$ cat config.mk
export PLATFORM = sky130hd
export DESIGN_NAME = rcal_regs
export DESIGN_NICKNAME = d
export VERILOG_FILES = /design/src/include/rcal_pkg.sv /design/src/rcal_regs.sv /design/src/rcal_date_step.sv /design/src/rcal_time_cnt.sv
export VERILOG_INCLUDE_DIRS = /design/src /design/src/include
export SDC_FILE = /design/constraint.sdc
export NUM_CORES = 1
export LEC_CHECK = 0
export ABC_AREA = 0
export BUFFER_PORTS_ARGS = -buffer_cell sky130_fd_sc_hd__clkbuf_2
export CORE_MARGIN = 1
export CORE_UTILIZATION = 47
export CTS_CLUSTER_DIAMETER = 200
export CTS_CLUSTER_SIZE = 25
export DETAILED_ROUTE_END_ITERATION = 8
export PLACE_DENSITY = 0.7
export SLEW_MARGIN = 5
export SYNTH_ARGS = -nofsm -noshare
export SYNTH_HDL_FRONTEND = slang
export SYNTH_SLANG_ARGS = --single-unit
$ cat constraint.sdc
create_clock -name clk_i -period 9.9 [get_ports clk_i]
set_input_delay 0.495 -clock clk_i [delete_from_list [all_inputs] [get_ports clk_i]]
set_output_delay 0.495 -clock clk_i [all_outputs]
set_load 0.02 [all_outputs]
$ cat src/include/rcal_map.svh
// Register offsets, field positions, reset values and timing counts
// for the calendar and alarm register block.
// Assumes byte addresses relative to the block base, one word each.
`ifndef RCAL_MAP_SVH
`define RCAL_MAP_SVH

// ==========================================================
// Register offsets
`define RCAL_OFS_ACCESS  12'h004
`define RCAL_OFS_TIME    12'h00c
`define RCAL_OFS_CAL     12'h010
`define RCAL_OFS_FMT     12'h014
`define RCAL_OFS_WDAY    12'h018
`define RCAL_OFS_TALM    12'h01c
`define RCAL_OFS_CALM    12'h020
`define RCAL_OFS_LEAP    12'h024
`define RCAL_OFS_IEN     12'h028
`define RCAL_OFS_ISTS    12'h02c

// ==========================================================
// Reset values
`define RCAL_CAL_RST     32'h00050101
`define RCAL_FMT_RST     32'h00000001
`define RCAL_WDAY_RST    32'h00000006
`define RCAL_TALM_RST    32'h00000000
`define RCAL_CALM_RST    32'h00000000

// ==========================================================
// Field positions (same for count and alarm registers)
`define RCAL_DEC_LSB     20
`define RCAL_YR_LSB      16
`define RCAL_MT_LSB      12
`define RCAL_MO_LSB      8
`define RCAL_DT_LSB      4
`define RCAL_DO_LSB      0
`define RCAL_HT_LSB      20
`define RCAL_HO_LSB      16
`define RCAL_NT_LSB      12
`define RCAL_NO_LSB      8
`define RCAL_ST_LSB      4
`define RCAL_SO_LSB      0
`define RCAL_OPEN_BIT    16

// ==========================================================
// Access window and timing
`define RCAL_PASSWORD    16'ha965
`define RCAL_ACCESS_CYC  512
`define RCAL_SEC_NS      1000000000
`define RCAL_CLK_NS      40

`endif

$ cat src/include/rcal_pkg.sv
// Types shared by the calendar and alarm register block.
// Assumes rcal_map.svh is on the include path.
`default_nettype none

package rcal_pkg;

  // ========================================================
  // Carriers
  typedef struct packed {
    logic [1:0] h_tens_digit;
    logic [3:0] h_ones_digit;
    logic [2:0] m_tens_digit;
    logic [3:0] m_ones_digit;
    logic [2:0] s_tens_digit;
    logic [3:0] s_ones_digit;
  } rcal_time_t;

  typedef struct packed {
    logic [3:0] decade_digit;
    logic [3:0] year_ones_digit;
    logic       cal_m_tens_digit;
    logic [3:0] cal_m_ones_digit;
    logic [1:0] d_tens_digit;
    logic [3:0] d_ones_digit;
  } rcal_date_t;

  // ========================================================
  // Run state after reset
  typedef enum logic [1:0] {
    RUN_RESET  = 2'b00,
    RUN_WAKE   = 2'b01,
    RUN_ACTIVE = 2'b11
  } rcal_run_t;

endpackage

`default_nettype wire

$ cat src/rcal_regs.sv
// Calendar, hour scale, day_of_week_index, alarm and leap-year registers of the
// real-time clock, with a password-gated write window.
// Assumes a same-clock register master: one-cycle strobes, read data
// taken in the cycle after the read strobe.
`timescale 1ns/1ns
`default_nettype none

`include "rcal_map.svh"

module rcal_regs #(
  parameter int SEC_CYCLES = `RCAL_SEC_NS / `RCAL_CLK_NS
) (
  input  wire logic        clk_i,
  input  wire logic        arst_n_i,
  input  wire logic [11:0] addr_i,
  input  wire logic [31:0] wdata_i,
  input  wire logic        wr_i,
  input  wire logic        rd_i,
  output logic      [31:0] rdata_o,
  output logic             alarm_match_o,
  output logic             access_open_o
);
  import rcal_pkg::*;

  // ==========================================================
  // Field packing
  function automatic logic [31:0] date_word(input rcal_date_t v);
    logic [31:0] w;
    w = '0;
    w[`RCAL_DEC_LSB +: 4] = v.decade_digit;
    w[`RCAL_YR_LSB +: 4]  = v.year_ones_digit;
    w[`RCAL_MT_LSB]       = v.cal_m_tens_digit;
    w[`RCAL_MO_LSB +: 4]  = v.cal_m_ones_digit;
    w[`RCAL_DT_LSB +: 2]  = v.d_tens_digit;
    w[`RCAL_DO_LSB +: 4]  = v.d_ones_digit;
    return w;
  endfunction

  function automatic rcal_date_t word_date(input logic [31:0] w);
    rcal_date_t v;
    v.decade_digit     = w[`RCAL_DEC_LSB +: 4];
    v.year_ones_digit  = w[`RCAL_YR_LSB +: 4];
    v.cal_m_tens_digit = w[`RCAL_MT_LSB];
    v.cal_m_ones_digit = w[`RCAL_MO_LSB +: 4];
    v.d_tens_digit     = w[`RCAL_DT_LSB +: 2];
    v.d_ones_digit     = w[`RCAL_DO_LSB +: 4];
    return v;
  endfunction

  function automatic logic [31:0] time_word(input rcal_time_t v);
    logic [31:0] w;
    w = '0;
    w[`RCAL_HT_LSB +: 2] = v.h_tens_digit;
    w[`RCAL_HO_LSB +: 4] = v.h_ones_digit;
    w[`RCAL_NT_LSB +: 3] = v.m_tens_digit;
    w[`RCAL_NO_LSB +: 4] = v.m_ones_digit;
    w[`RCAL_ST_LSB +: 3] = v.s_tens_digit;
    w[`RCAL_SO_LSB +: 4] = v.s_ones_digit;
    return w;
  endfunction

  function automatic rcal_time_t word_time(input logic [31:0] w);
    rcal_time_t v;
    v.h_tens_digit = w[`RCAL_HT_LSB +: 2];
    v.h_ones_digit = w[`RCAL_HO_LSB +: 4];
    v.m_tens_digit = w[`RCAL_NT_LSB +: 3];
    v.m_ones_digit = w[`RCAL_NO_LSB +: 4];
    v.s_tens_digit = w[`RCAL_ST_LSB +: 3];
    v.s_ones_digit = w[`RCAL_SO_LSB +: 4];
    return v;
  endfunction

  // ==========================================================
  // State
  typedef struct packed {
    rcal_run_t   run;
    logic        access_open;
    logic [9:0]  access_cnt;
    logic [24:0] presc;
    logic        tick;
    rcal_date_t  cal;
    logic        hour24;
    logic [2:0]  wday;
    rcal_time_t  talm;
    rcal_date_t  calm;
    logic        leap;
    logic        alarm_en;
    logic        alarm_flag;
    logic        match_prev;
    logic [31:0] rdata;
  } rcal_state_t;

  localparam rcal_state_t RST = '{
    run:         RUN_RESET,
    access_open: 1'b0,
    access_cnt:  10'h000,
    presc:       25'h0000000,
    tick:        1'b0,
    cal:         word_date(`RCAL_CAL_RST),
    hour24:      1'b1,
    wday:        3'h6,
    talm:        word_time(`RCAL_TALM_RST),
    calm:        word_date(`RCAL_CALM_RST),
    leap:        1'b0,
    alarm_en:    1'b0,
    alarm_flag:  1'b0,
    match_prev:  1'b0,
    rdata:       32'h00000000
  };

  localparam logic [24:0] SEC_LAST = 25'(SEC_CYCLES - 1);
  localparam logic [9:0]  ACC_LAST = 10'(`RCAL_ACCESS_CYC - 1);

  rcal_state_t q;
  rcal_state_t d;

  // ==========================================================
  // Decode helpers shared by the write and read paths
  logic       wr_open;
  logic       time_load;
  rcal_time_t time_now;
  logic       day_roll;
  rcal_date_t cal_next;
  logic       leap_now;
  logic       match_now;

  // Protected writes need the open window
  assign wr_open   = wr_i && q.access_open;
  assign time_load = wr_open && (addr_i == `RCAL_OFS_TIME);

  // Running time and date against both alarm settings
  assign match_now = (time_now == q.talm) && (q.cal == q.calm);

  // ==========================================================
  // Time counter and date stepper
  rcal_time_cnt u_time (
    .clk_i      (clk_i),
    .arst_n_i   (arst_n_i),
    .tick_i     (q.tick),
    .hour24_i   (q.hour24),
    .load_i     (time_load),
    .load_val_i (word_time(wdata_i)),
    .time_o     (time_now),
    .day_roll_o (day_roll)
  );

  rcal_date_step u_date (
    .date_i      (q.cal),
    .date_next_o (cal_next),
    .leap_o      (leap_now)
  );

  // ==========================================================
  // Next state
  always_comb begin
    d = q;
    d.tick  = 1'b0;
    d.rdata = 32'h00000000;

    // Alarm registers read zero until two cycles after reset release
    case (q.run)
      RUN_RESET:  d.run = RUN_WAKE;
      RUN_WAKE:   d.run = RUN_ACTIVE;
      RUN_ACTIVE: d.run = RUN_ACTIVE;
      default:    d.run = RUN_RESET;
    endcase

    // Second prescaler; a time load restarts the second
    if (time_load || q.presc >= SEC_LAST) begin
      d.presc = 25'h0000000;
      d.tick  = !time_load;
    end else begin
      d.presc = q.presc + 25'h0000001;
    end

    // Window closes itself after its last cycle
    if (q.access_open) begin
      if (q.access_cnt == ACC_LAST) begin
        d.access_open = 1'b0;
        d.access_cnt  = 10'h000;
      end else begin
        d.access_cnt = q.access_cnt + 10'h001;
      end
    end

    // Day rollover carries into date and day_of_week_index
    if (day_roll) begin
      d.cal  = cal_next;
      d.wday = (q.wday >= 3'h6) ? 3'h0 : q.wday + 3'h1;
    end

    // Leap bit follows the stored year
    d.leap = leap_now;

    // Alarm sets on the first cycle of a match
    d.match_prev = match_now;

    // Register writes; a write beats the rollover
    if (wr_i) begin
      case (addr_i)
        `RCAL_OFS_ACCESS: begin
          // Wrong password shuts the window at once
          d.access_open = (wdata_i[15:0] == `RCAL_PASSWORD);
          d.access_cnt  = 10'h000;
        end
        `RCAL_OFS_CAL: begin
          if (wr_open) begin
            d.cal = word_date(wdata_i);
          end
        end
        `RCAL_OFS_FMT: begin
          d.hour24 = wdata_i[0];
        end
        `RCAL_OFS_WDAY: begin
          if (wr_open) begin
            d.wday = wdata_i[2:0];
          end
        end
        `RCAL_OFS_TALM: begin
          if (wr_open) begin
            d.talm = word_time(wdata_i);
          end
        end
        `RCAL_OFS_CALM: begin
          if (wr_open) begin
            d.calm = word_date(wdata_i);
          end
        end
        `RCAL_OFS_IEN: begin
          d.alarm_en = wdata_i[0];
        end
        `RCAL_OFS_ISTS: begin
          if (wdata_i[0]) begin
            d.alarm_flag = 1'b0;
          end
        end
        default: begin
          // Leap register and holes ignore writes
        end
      endcase
    end

    // Set after clear so a match in the clear cycle is kept
    if (q.alarm_en && match_now && !q.match_prev) begin
      d.alarm_flag = 1'b1;
    end

    // Read data for the next cycle; holes read zero
    if (rd_i) begin
      case (addr_i)
        `RCAL_OFS_ACCESS: d.rdata[`RCAL_OPEN_BIT] = q.access_open;
        `RCAL_OFS_TIME:   d.rdata = time_word(time_now);
        `RCAL_OFS_CAL:    d.rdata = date_word(q.cal);
        `RCAL_OFS_FMT:    d.rdata[0] = q.hour24;
        `RCAL_OFS_WDAY:   d.rdata[2:0] = q.wday;
        `RCAL_OFS_TALM: begin
          if (q.run == RUN_ACTIVE) begin
            d.rdata = time_word(q.talm);
          end
        end
        `RCAL_OFS_CALM: begin
          if (q.run == RUN_ACTIVE) begin
            d.rdata = date_word(q.calm);
          end
        end
        `RCAL_OFS_LEAP:   d.rdata[0] = q.leap;
        `RCAL_OFS_IEN:    d.rdata[0] = q.alarm_en;
        `RCAL_OFS_ISTS:   d.rdata[0] = q.alarm_flag;
        default:          d.rdata = 32'h00000000;
      endcase
    end
  end

  // ==========================================================
  // State register
  always_ff @(posedge clk_i or negedge arst_n_i) begin
    if (!arst_n_i) begin
      q <= RST;
    end else begin
      q <= d;
    end
  end

  // Outputs straight from state
  assign rdata_o       = q.rdata;
  assign alarm_match_o = q.alarm_flag;
  assign access_open_o = q.access_open;

endmodule

`default_nettype wire

$ cat src/rcal_date_step.sv
// Next-date and leap-year logic for the BCD calendar.
// Assumes valid BCD input; out-of-range digits roll over early.
`timescale 1ns/1ns
`default_nettype none

module rcal_date_step (
  input  wire rcal_pkg::rcal_date_t date_i,
  output rcal_pkg::rcal_date_t      date_next_o,
  output logic                      leap_o
);
  import rcal_pkg::*;

  // ========================================================
  // Leap year and month length
  always_comb begin
    logic [5:0] mon;
    logic [5:0] day;
    logic [5:0] last;
    mon  = {1'b0, date_i.cal_m_tens_digit, date_i.cal_m_ones_digit};
    day  = {date_i.d_tens_digit, date_i.d_ones_digit};
    last = 6'h31;
    // Year divisible by four, years 00..99 only
    if (date_i.decade_digit[0]) begin
      leap_o = (date_i.year_ones_digit == 4'h2) ||
               (date_i.year_ones_digit == 4'h6);
    end else begin
      leap_o = (date_i.year_ones_digit == 4'h0) ||
               (date_i.year_ones_digit == 4'h4) ||
               (date_i.year_ones_digit == 4'h8);
    end
    case (mon)
      6'h02: last = leap_o ? 6'h29 : 6'h28;
      6'h04, 6'h06, 6'h09, 6'h11: last = 6'h30;
      default: last = 6'h31;
    endcase
    // Day, then month, then year carry
    date_next_o = date_i;
    if (day >= last) begin
      date_next_o.d_tens_digit = 2'h0;
      date_next_o.d_ones_digit = 4'h1;
      if (mon >= 6'h12) begin
        date_next_o.cal_m_tens_digit = 1'b0;
        date_next_o.cal_m_ones_digit = 4'h1;
        if (date_i.year_ones_digit >= 4'h9) begin
          date_next_o.year_ones_digit = 4'h0;
          date_next_o.decade_digit = (date_i.decade_digit >= 4'h9) ?
            4'h0 : date_i.decade_digit + 4'h1;
        end else begin
          date_next_o.year_ones_digit = date_i.year_ones_digit + 4'h1;
        end
      end else if (date_i.cal_m_ones_digit >= 4'h9) begin
        date_next_o.cal_m_tens_digit = 1'b1;
        date_next_o.cal_m_ones_digit = 4'h0;
      end else begin
        date_next_o.cal_m_ones_digit = date_i.cal_m_ones_digit + 4'h1;
      end
    end else if (date_i.d_ones_digit >= 4'h9) begin
      date_next_o.d_tens_digit = date_i.d_tens_digit + 2'h1;
      date_next_o.d_ones_digit = 4'h0;
    end else begin
      date_next_o.d_ones_digit = date_i.d_ones_digit + 4'h1;
    end
  end

endmodule

`default_nettype wire

$ cat src/rcal_time_cnt.sv
// BCD time-of-day counter with 12 and 24 hour scales.
// Assumes a one-cycle second tick on the same clock.
`timescale 1ns/1ns
`default_nettype none

module rcal_time_cnt (
  input  wire logic                 clk_i,
  input  wire logic                 arst_n_i,
  input  wire logic                 tick_i,
  input  wire logic                 hour24_i,
  input  wire logic                 load_i,
  input  wire rcal_pkg::rcal_time_t load_val_i,
  output rcal_pkg::rcal_time_t      time_o,
  output logic                      day_roll_o
);
  import rcal_pkg::*;

  typedef struct packed {
    rcal_time_t tm;
    logic       roll;
  } rcal_tc_state_t;

  rcal_tc_state_t q;
  rcal_tc_state_t d;

  // Digit step: {carry, next}; values at or past the limit wrap
  function automatic logic [4:0] dstep(input logic [3:0] v,
                                       input logic [3:0] lim);
    return (v >= lim) ? 5'h10 : {1'b0, v + 4'h1};
  endfunction

  // Hour step: {day wrap, next hour as tens:ones}
  function automatic logic [6:0] hstep(input logic [5:0] h,
                                       input logic       h24);
    logic [6:0] r;
    r = {1'b0, h[5:4], h[3:0] + 4'h1};
    if (h24) begin
      if (h >= 6'h23) begin
        r = 7'h40;
      end else if (h[3:0] >= 4'h9) begin
        r = {1'b0, h[5:4] + 2'h1, 4'h0};
      end
    end else begin
      // AM 01..12, PM 21..32; 12 AM is midnight
      case (h)
        6'h11: r = 7'h32;
        6'h31: r = 7'h52;
        6'h32: r = 7'h21;
        6'h12: r = 7'h01;
        6'h09: r = 7'h10;
        6'h29: r = 7'h30;
        default: r = {1'b0, h[5:4], h[3:0] + 4'h1};
      endcase
    end
    return r;
  endfunction

  // ========================================================
  // Next state: a load wins over a tick in the same cycle
  always_comb begin
    logic [4:0] c;
    logic [6:0] hr;
    c  = '0;
    hr = '0;
    d = q;
    d.roll = 1'b0;
    if (load_i) begin
      d.tm = load_val_i;
    end else if (tick_i) begin
      c = dstep(q.tm.s_ones_digit, 4'h9);
      d.tm.s_ones_digit = c[3:0];
      if (c[4]) begin
        c = dstep({1'b0, q.tm.s_tens_digit}, 4'h5);
        d.tm.s_tens_digit = c[2:0];
      end
      if (c[4]) begin
        c = dstep(q.tm.m_ones_digit, 4'h9);
        d.tm.m_ones_digit = c[3:0];
      end
      if (c[4]) begin
        c = dstep({1'b0, q.tm.m_tens_digit}, 4'h5);
        d.tm.m_tens_digit = c[2:0];
      end
      if (c[4]) begin
        hr = hstep({q.tm.h_tens_digit, q.tm.h_ones_digit}, hour24_i);
        d.tm.h_tens_digit = hr[5:4];
        d.tm.h_ones_digit = hr[3:0];
        d.roll = hr[6];
      end
    end
  end

  // State register
  always_ff @(posedge clk_i or negedge arst_n_i) begin
    if (!arst_n_i) begin
      q <= '0;
    end else begin
      q <= d;
    end
  end

  assign time_o     = q.tm;
  assign day_roll_o = q.roll;

endmodule

`default_nettype wire

==> impl_results.md, run 1 <==
* Run status: finished clean
* WP data required at 10.25 ns
* Placed Cells at 1161
* Post-Synth Simple-Gate Area at 0.189
* Largest net degree at the start of global routing at 89
* Largest family of logic cells by synthesized area: simple AND/OR/NAND/NOR gates
* #FFs+latches synth at 148
* Sequential power share at 0.479
* Fin crit share at 0.364
* Setup Buffers After CTS at 0
* Tightest Pin Transition at 1.20 ns
* Io pins at 82
* Top post-synthesis cells by area: dfrtp_1, ha_1, mux2_2
* Initial antenna violation count at 0
* WL final at 21.7 mm
* Die ar. at 0.0197 mm^2
* GRT Total Usage at 0.234
* RD Place Congestion at 0.857
* Internal power at 1010 uW
* Hold buffer count at cts at 0
* Cell Rows at 50
* WL/cell at 18.2 um
* Hold Violations, Final at 0
* Largest fanout on the critical path at 8
* Crit path launch type: flip-flop
* Post-DP HPWL at 15.3 mm
* Clock Skew at 0.0100 ns
* Fin Setup TNS at 0 ns
* Clk network pwr share at 0.443
* First-pass GRT wire length at 35.8 mm
* Asr flop ratio synth at 1.00
* Num Clock Sinks at 148
* Net Sw Power at 390 uW
* Min-Delay Path Class: input port to asynchronous set/reset pin
* Core area at 0.0187 mm^2
* Worst EP arrival at 3.96 ns
* Leading post-synthesis cells by instance count: dfrtp_1, nor2_1, nand2_1, a21oi_1
* Clock transition at path regs at 0.07 ns
* Max Slew Vio Count at 0
* Synth warn at 0
* Switch share at 0.278
* H-tree depth at 4
* Vias in the first global route at 6902
* Crit end category: flip-flop
* DR DRC count at 0
* Top cell type's share of synthesized area at 0.392
* Final setup fails at 0
* Pre-antenna DRT Iters at 5
* Layout cells sized above 1 at 0.193
* Crit. Startpoint: q[85]
* Post-synthesis cell type count at 78
* Routed Antenna Nets at 0
* Top FF cell, synth: dfrtp_1
* Synth Area in Adders at 0.0542
* Layout overhead on the synthesized area at 8.97%
* ANT cells at 0
* Comb pwr share at 0.078
* Vias at 7018
* Xor and xnor area share after synthesis at 0.0604
* Die Ht at 140 um
* P per Cell Area at 143 mW/mm^2
* Nets at 1033
* Total of max-cap violations at 0
* Clk buf depth at 2
* Initial DRC Count at 386
* Top-count cell post-synth: dfrtp_1
* Clk root buf: clkbuf_16
* Syn Area/Cell at 9.68 um^2
* RSZ-0062 raised after global routing: false
* CTS tree: done
* Synth Area in Compound Gates at 0.147
* Reg2reg start: q[85]
* Seq/Total Area, Yosys at 0.413
* Vias/cell at 5.88
* Cell taking the most area after synthesis: dfrtp_1
* FMAX at 277 MHz
* Latest clock arrival within the worst-skew pair at 0.43 ns
* Fin cells at 1193
* Max-slew headroom at 0.194
* Buffers on Ports at 63
* Post-synthesis mux area share at 0.0729
* Post-Syn Instances at 929
* Initial Utilization at 0.481
* Number of synthesized flops with an enable pin at 0
* Min cycle time layout at 3.61 ns
* CTS Buf Count at 17
* Mapped Area at 0.00899 mm^2
* CP Class: flip-flop to flip-flop
* Grt total ovfl at 0
* Filler cell count in the final layout at 1693
* Post-cts sizing count at 0
* Die X at 140 um
* Max VDD drop at 0.000147 V
* Leakage power total at 0.00441 uW
-- power by group through the flow --
stage               Sequential, uW  Clock (uW)  Combinational (uW)
floorplan                      674           0                73.2
global placement               681           0                 109
detailed placement             683           0                 110
CTS                            672         634                 111
global route                   678         661                 127
finish                         673         622                 110
-- cell type report --
cell class | instances | area (um^2) | area share
Clock buffer | 17 | 425 | 0.0434
Clock inverter | 15 | 135 | 0.0138
Sequential cell | 148 | 3710 | 0.379
Inverter | 27 | 101 | 0.0103
Tap cell | 234 | 293 | 0.0299
Multi-Input combinational cell | 683 | 4770 | 0.486
Timing Repair Buffer | 69 | 367 | 0.0374
-- metrics by stage --
stage	power (uW)	setup slack (ns)	hold WS (ns)	utilization	area, um^2
after floorplan	747	6.75	0.199	-	9030
after global placement	790	6.34	0.374	0.494	9240
after detailed placement	793	6.30	0.397	0.494	9240
after CTS	1420	6.28	0.165	0.524	9800
after global routing	1470	6.02	0.203	0.524	9800
final	1400	6.29	0.127	0.524	9800
-- kinds of logic after synthesis --
logic type / after synthesis
compound gates: 200
xor+xnor: 62
fa+ha+maj: 39
buf+inv: 107
flops: 148
mux: 56
other cells: 1
simple gates: 316
-- flip-flops by register name, summed over array words and instances (netlist names) --
register and flops:
u_time.time_o 20, u_time.day_roll_o 1, rdata_o 22, q 103, alarm_match_o 1, access_open_o 1
-- worst paths after layout --
| kind | end | slack [ns] | depth (start not counted) |
|---|---|---|---|
| setup / recovery | q[95] | 6.29 | 13 |
| max in group asynchronous | q[96] | 8.48 | 2 |
| min in group clk_i | q[53] | 0.32 | 2 |
| hold / removal | q[130] | 0.13 | 1 |
| hold reg to reg | q[136] | 0.40 | 0 |
| setup reg to reg | q[95] | 6.29 | 13 |
-- layout by cell type, fill, tap and decap left out, types with 6 or more instances in the layout --
cell,n
buf_4,6
ha_1,39
nor3b_1,6
xor2_1,42
o21ai_0,42
and3_1,11
inv_1,27
clkbuf_16,17
inv_6,7
a31oi_1,9
nor3_1,13
nor4_1,10
o21a_1,6
conb_1,10
mux2i_1,10
a22oi_1,40
nand3_1,40
mux2_2,36
dfrtp_1,141
nor2_1,84
o31ai_1,7
a21oi_1,44
xnor2_1,20
a21boi_0,7
nand2_1,67
nand4_1,16
clkbuf_2,62
mux2_4,10
or2_2,7
dfstp_2,7
nor2b_1,7
and2_1,6
-- routing by layer --
layer	vias up	track usage	wire [um]
met5	-	0	0
met4	0	0.117	727
met3	38	0.0393	987
met2	191	0.381	10400
met1	3452	0.301	9550
li1	3337	-	-
-- worst max-delay path: stages, from the launching register on --
cell	delay (ns)
dfstp_2	0.63
inv_1	0.09
ha_1	0.25
nor2_1	0.11
nor2_1	0.04
a21oi_1	0.14
nor2_1	0.05
a311oi_1	0.30
ha_1	0.29
or4b_1	0.58
a22o_1	0.32
nand4_2	0.20
mux2_2	0.35
o21ai_0	0.15
Power figures use the tool's default switching activity.
==> inputs of run 2 (changes only) <==
clock period = 3.4 ns   (was 9.9 ns; I/O delays follow)
==> impl_results.md, run 2 (synthesized netlist as in run 1, its figures left out) <==
* Run status: finished clean
* Min-Delay Path Class: input port to flip-flop
* Top reg by flops: q
* Max FFs per register at 103
* WL/cell at 18.3 um
* Most frequent cells in the layout: dfrtp_1, nor2_1, nand2_1
* Largest fanout on the critical path at 4
* Layout overhead on the synthesized area at 11.7%
* Grt total ovfl at 0
* GRT Total Usage at 0.236
* Nets at 1053
* Pre-antenna DRT Iters at 5
* FMAX at 304 MHz
* Total of max-cap violations at 0
* Latest clock arrival within the worst-skew pair at 0.44 ns
* Initial antenna violation count at 0
* Clk network pwr share at 0.467
* Critical path cell sequence: inv_1 > ha_1 > nor2_1 > nor2_1 > a21oi_1 > nor2_1 > a311oi_2 > ha_1 > or4b_4 > a222oi_1 > buf_4 > nor2b_1 > o21ai_0 > a31oi_1
* CP peak stage delay at 0.55 ns
* Buf/Inv on CP at 2
* Initial Utilization at 0.481
* Comb pwr share at 0.078
* Placed Cells at 1177
* Tightest Pin Transition at 0.934 ns
* Fin crit share at 0.966
* Max-slew headroom at 0.368
* Worst EP arrival at 3.63 ns
* WL final at 22.2 mm
* Internal power at 3170 uW
* RD Place Congestion at 0.900
* Leakage power total at 0.00453 uW
* Critical path's top delay family: compound AO/OA/AOI/OAI gates
* Crit end category: flip-flop
* Clk root buf: clkbuf_16
* Die X at 140 um
* H-tree depth at 4
* CP most frequent cell: nor2_1
* Io pins at 82
* Core area at 0.0187 mm^2
* Max Slew Vio Count at 0
* P per Cell Area at 428 mW/mm^2
* Layout cells sized above 1 at 0.210
* Cell Rows at 50
* Clock Skew at 0.0126 ns
* Post-place instance area at 0.00937 mm^2
* Post-route cell area at 0.0100 mm^2
* FF/Latch Area at 0.00371 mm^2
* WP data required at 3.75 ns
* Net Sw Power at 1130 uW
* Largest net degree at the start of global routing at 88
* CTS Buf Count at 17
* Die Ht at 140 um
* Hold Violations, Final at 0
* CTS tree: done
* Switch share at 0.262
* Total power at 4290 uW
* Num Clock Sinks at 148
* Max VDD drop at 0.000319 V
* Fin cells at 1213
* ANT cells at 0
* Post-DP HPWL at 15.8 mm
* Vias/cell at 5.84
* Commonest non-fill, non-tap cell in the layout: dfrtp_1
* Clk buf depth at 2
* Sequential power share at 0.455
* Crit path launch type: flip-flop
* Clock transition at path regs at 0.07 ns
* Place WS at 0.0366 ns
* DR DRC count at 0
* CP Class: flip-flop to flip-flop
* Multi-input logic area at 0.00478 mm^2
* Vias in the first global route at 6832
* Buffers on Ports at 63
* Fin Setup TNS at 0 ns
* Final setup fails at 0
* Vias at 7086
* Die ar. at 0.0197 mm^2
* Min cycle time layout at 3.28 ns
* Worst setup margin at 0.116 ns
* CP max stage cell: or4b_4
* Filler cell count in the final layout at 1645
* Initial DRC Count at 456
* First-pass GRT wire length at 36.1 mm
* Routed Antenna Nets at 0
## run 2: metrics by stage
stage               hold WS, ns  utilization
detailed placement        0.308        0.501
finish                   0.0122        0.537
global route            0.00953        0.537
floorplan                -0.126            -
global placement          0.305        0.501
CTS                     0.00116        0.536
## run 2: what timing repair did
action	in CTS	in global routing
endpoints found under the hold margin	86	0
gates resized for setup	0	5
endpoints found under the setup margin	0	17
hold buffers	3	0
buffers inserted	0	1
## run 2: final timing paths
path,start,end,slack (ns),cells after the start
worst max-delay path,q[85],q[81],0.12,14
worst min-delay path,wdata_i[14],u_time.time_o[13],0.01,2
worst max register to register,q[85],q[81],0.12,14
worst min register to register,q[135],q[136],0.41,0
max in group asynchronous,arst_n_i,q[92],2.13,3
min in group asynchronous,arst_n_i,q[129],0.37,2
## run 2: power by group through the flow
stage	sequential (uW)	combinational [uW]	clock [uW]
floorplan	1960	213	0
global placement	1980	323	0
detailed placement	1980	334	0
CTS	1950	339	2030
global route	1970	381	2100
finish	1950	334	2010
## run 2: routing by layer
metal  share of wire  track usage  vias up
met2            0.49        0.397      192
met5               0            0        -
met4           0.020       0.0775        0
met1            0.44        0.305     3471
met3           0.052       0.0462       33
li1                -            -     3390
## run 2: final cells by class
type | instances | area share
multi-input cells | 683 | 0.476
flip-flops and latches | 148 | 0.370
repair buffers | 89 | 0.0534
clock buffers | 18 | 0.0427
well taps | 234 | 0.0291
clock inverters | 14 | 0.0189
inverters | 27 | 0.0101
==> inputs of run 3 (changes only) <==
CORE_UTILIZATION = 50   (was 47)
PLACE_DENSITY = 0.74   (was 0.7)
==> impl_results.md, run 3 (synthesized netlist as in run 1, its figures left out) <==
* Run status: finished clean
* Hold Violations, Final at 0
* Largest fanout on the critical path at 4
* Nets at 1053
* Place WS at 0.133 ns
* Largest net degree at the start of global routing at 103
* Hold path cells at 3
* Initial antenna violation count at 0
* Core area at 0.0174 mm^2
* Die ar. at 0.0185 mm^2
* Critical path cell sequence: inv_1 > ha_1 > nor2_1 > nor2_1 > a21oi_1 > nor2_1 > a311oi_2 > ha_1 > or4b_4 > a222oi_1 > buf_4 > nor2b_1 > o21ai_0 > a31oi_1
* Vias in the first global route at 7022
* CTS Buf Count at 17
* Critical path's top delay family: compound AO/OA/AOI/OAI gates
* Num Clock Sinks at 148
* Post-DP HPWL at 15.5 mm
* Reg2reg path depth at 14
* WP data required at 3.75 ns
* Clk buf depth at 2
* CP Class: flip-flop to flip-flop
* P per Cell Area at 414 mW/mm^2
* Layout cells sized above 1 at 0.211
* Grt total ovfl at 0
* Critical Path Stages at 14
* Initial DRC Count at 465
* Worst EP arrival at 3.56 ns
* CP max stage cell: dfstp_2
* CTS tree: done
* Latest clock arrival within the worst-skew pair at 0.43 ns
* Vias at 7243
* Layout overhead on the synthesized area at 11.0%
* Max VDD drop at 0.000324 V
* Min cycle time layout at 3.21 ns
* CP most frequent cell: nor2_1
* Worst setup margin at 0.186 ns
* WL/cell at 18.5 um
* Clock Skew at 0.00951 ns
* FMAX at 311 MHz
* RD Place Congestion at 0.934
* Leakage power total at 0.00452 uW
* Routed Antenna Nets at 0
* Sequential power share at 0.473
* Buffers on Ports at 63
* Max FFs per register at 103
* Clock transition at path regs at 0.06 ns
* Io pins at 82
* Cell Rows at 48
* Min-Delay Path Class: input port to flip-flop
* Switch share at 0.254
* Die X at 136 um
* Max-slew headroom at 0.353
* First-pass GRT wire length at 36.3 mm
* Tightest Pin Transition at 0.970 ns
* Crit end category: flip-flop
* Flop2flop setup slack at 0.19 ns
* Fin Setup TNS at 0 ns
* Internal power at 3080 uW
* CP peak stage delay at 0.53 ns
* Placed Cells at 1169
* Top reg by flops: q
* WL final at 22.3 mm
* ANT cells at 0
* Vias/cell at 6.02
* Fin cells at 1203
* Most frequent cells in the layout: dfrtp_1, nor2_1, nand2_1
* Buf/Inv on CP at 2
* DR DRC count at 0
* Clk root buf: clkbuf_16
* Die Ht at 136 um
* Net Sw Power at 1050 uW
* Final setup fails at 0
* Commonest non-fill, non-tap cell in the layout: dfrtp_1
* Max Slew Vio Count at 0
* Clk network pwr share at 0.446
* Pre-antenna DRT Iters at 5
* H-tree depth at 4
* Comb pwr share at 0.081
* Fin crit share at 0.945
* GRT Total Usage at 0.255
* Crit path launch type: flip-flop
* Initial Utilization at 0.516
* Total of max-cap violations at 0
## run 3: timing repair
action | 4_1_cts | 5_1_grt
endpoints found under the setup margin | 0 | 16
hold endpoints to repair | 96 | 0
hold buffers | 2 | 0
buffers inserted | 0 | 1
gates resized for setup | 0 | 8
## run 3: layout make-up
class	count	area, um^2
Multi-Input combinational cell	683	4800
Clock inverter	12	131
Inverter	27	101
Tap cell	225	282
Sequential cell	148	3710
Clock buffer	19	443
Fill cell	1528	7430
Timing Repair Buffer	89	522
## run 3: power by group through the flow
stage | Sequential (uW) | Combinational (uW) | Clock (uW)
final | 1960 | 335 | 1840
after floorplan | 1960 | 213 | 0
after global placement | 1980 | 322 | 0
after detailed placement | 1980 | 333 | 0
after global routing | 1970 | 375 | 1950
after CTS | 1950 | 336 | 1870
## run 3: layer usage
layer	part of all wire	track usage	vias up	wire (um)
met5	0	0	-	0
met1	0.43	0.330	3545	9550
met3	0.064	0.0503	44	1420
met4	0.033	0.112	0	728
li1	-	-	3383	-
met2	0.47	0.411	271	10600
## run 3: through the flow
stage	power, uW	area, um^2	hold WS (ns)	utilization
after floorplan	2180	9030	-0.126	-
after detailed placement	2320	9350	0.366	0.537
after global routing	4290	9990	0.00587	0.573
after global placement	2300	9350	0.359	0.537
final	4130	9990	0.0144	0.573
after CTS	4160	9950	0.000407	0.571
## run 3: worst min-delay path, stage by stage
cell and delay (ns):
clkbuf_2 0.10, nand2_1 0.05, o211ai_1 0.08
## run 3: worst paths after layout
check                            start     end
min                        wdata_i[22]   q[96]
max                              q[85]   q[81]
min in group asynchronous     arst_n_i  q[130]
min reg2reg                     q[135]  q[136]
max in group asynchronous     arst_n_i   q[90]
max reg2reg                      q[85]   q[81]
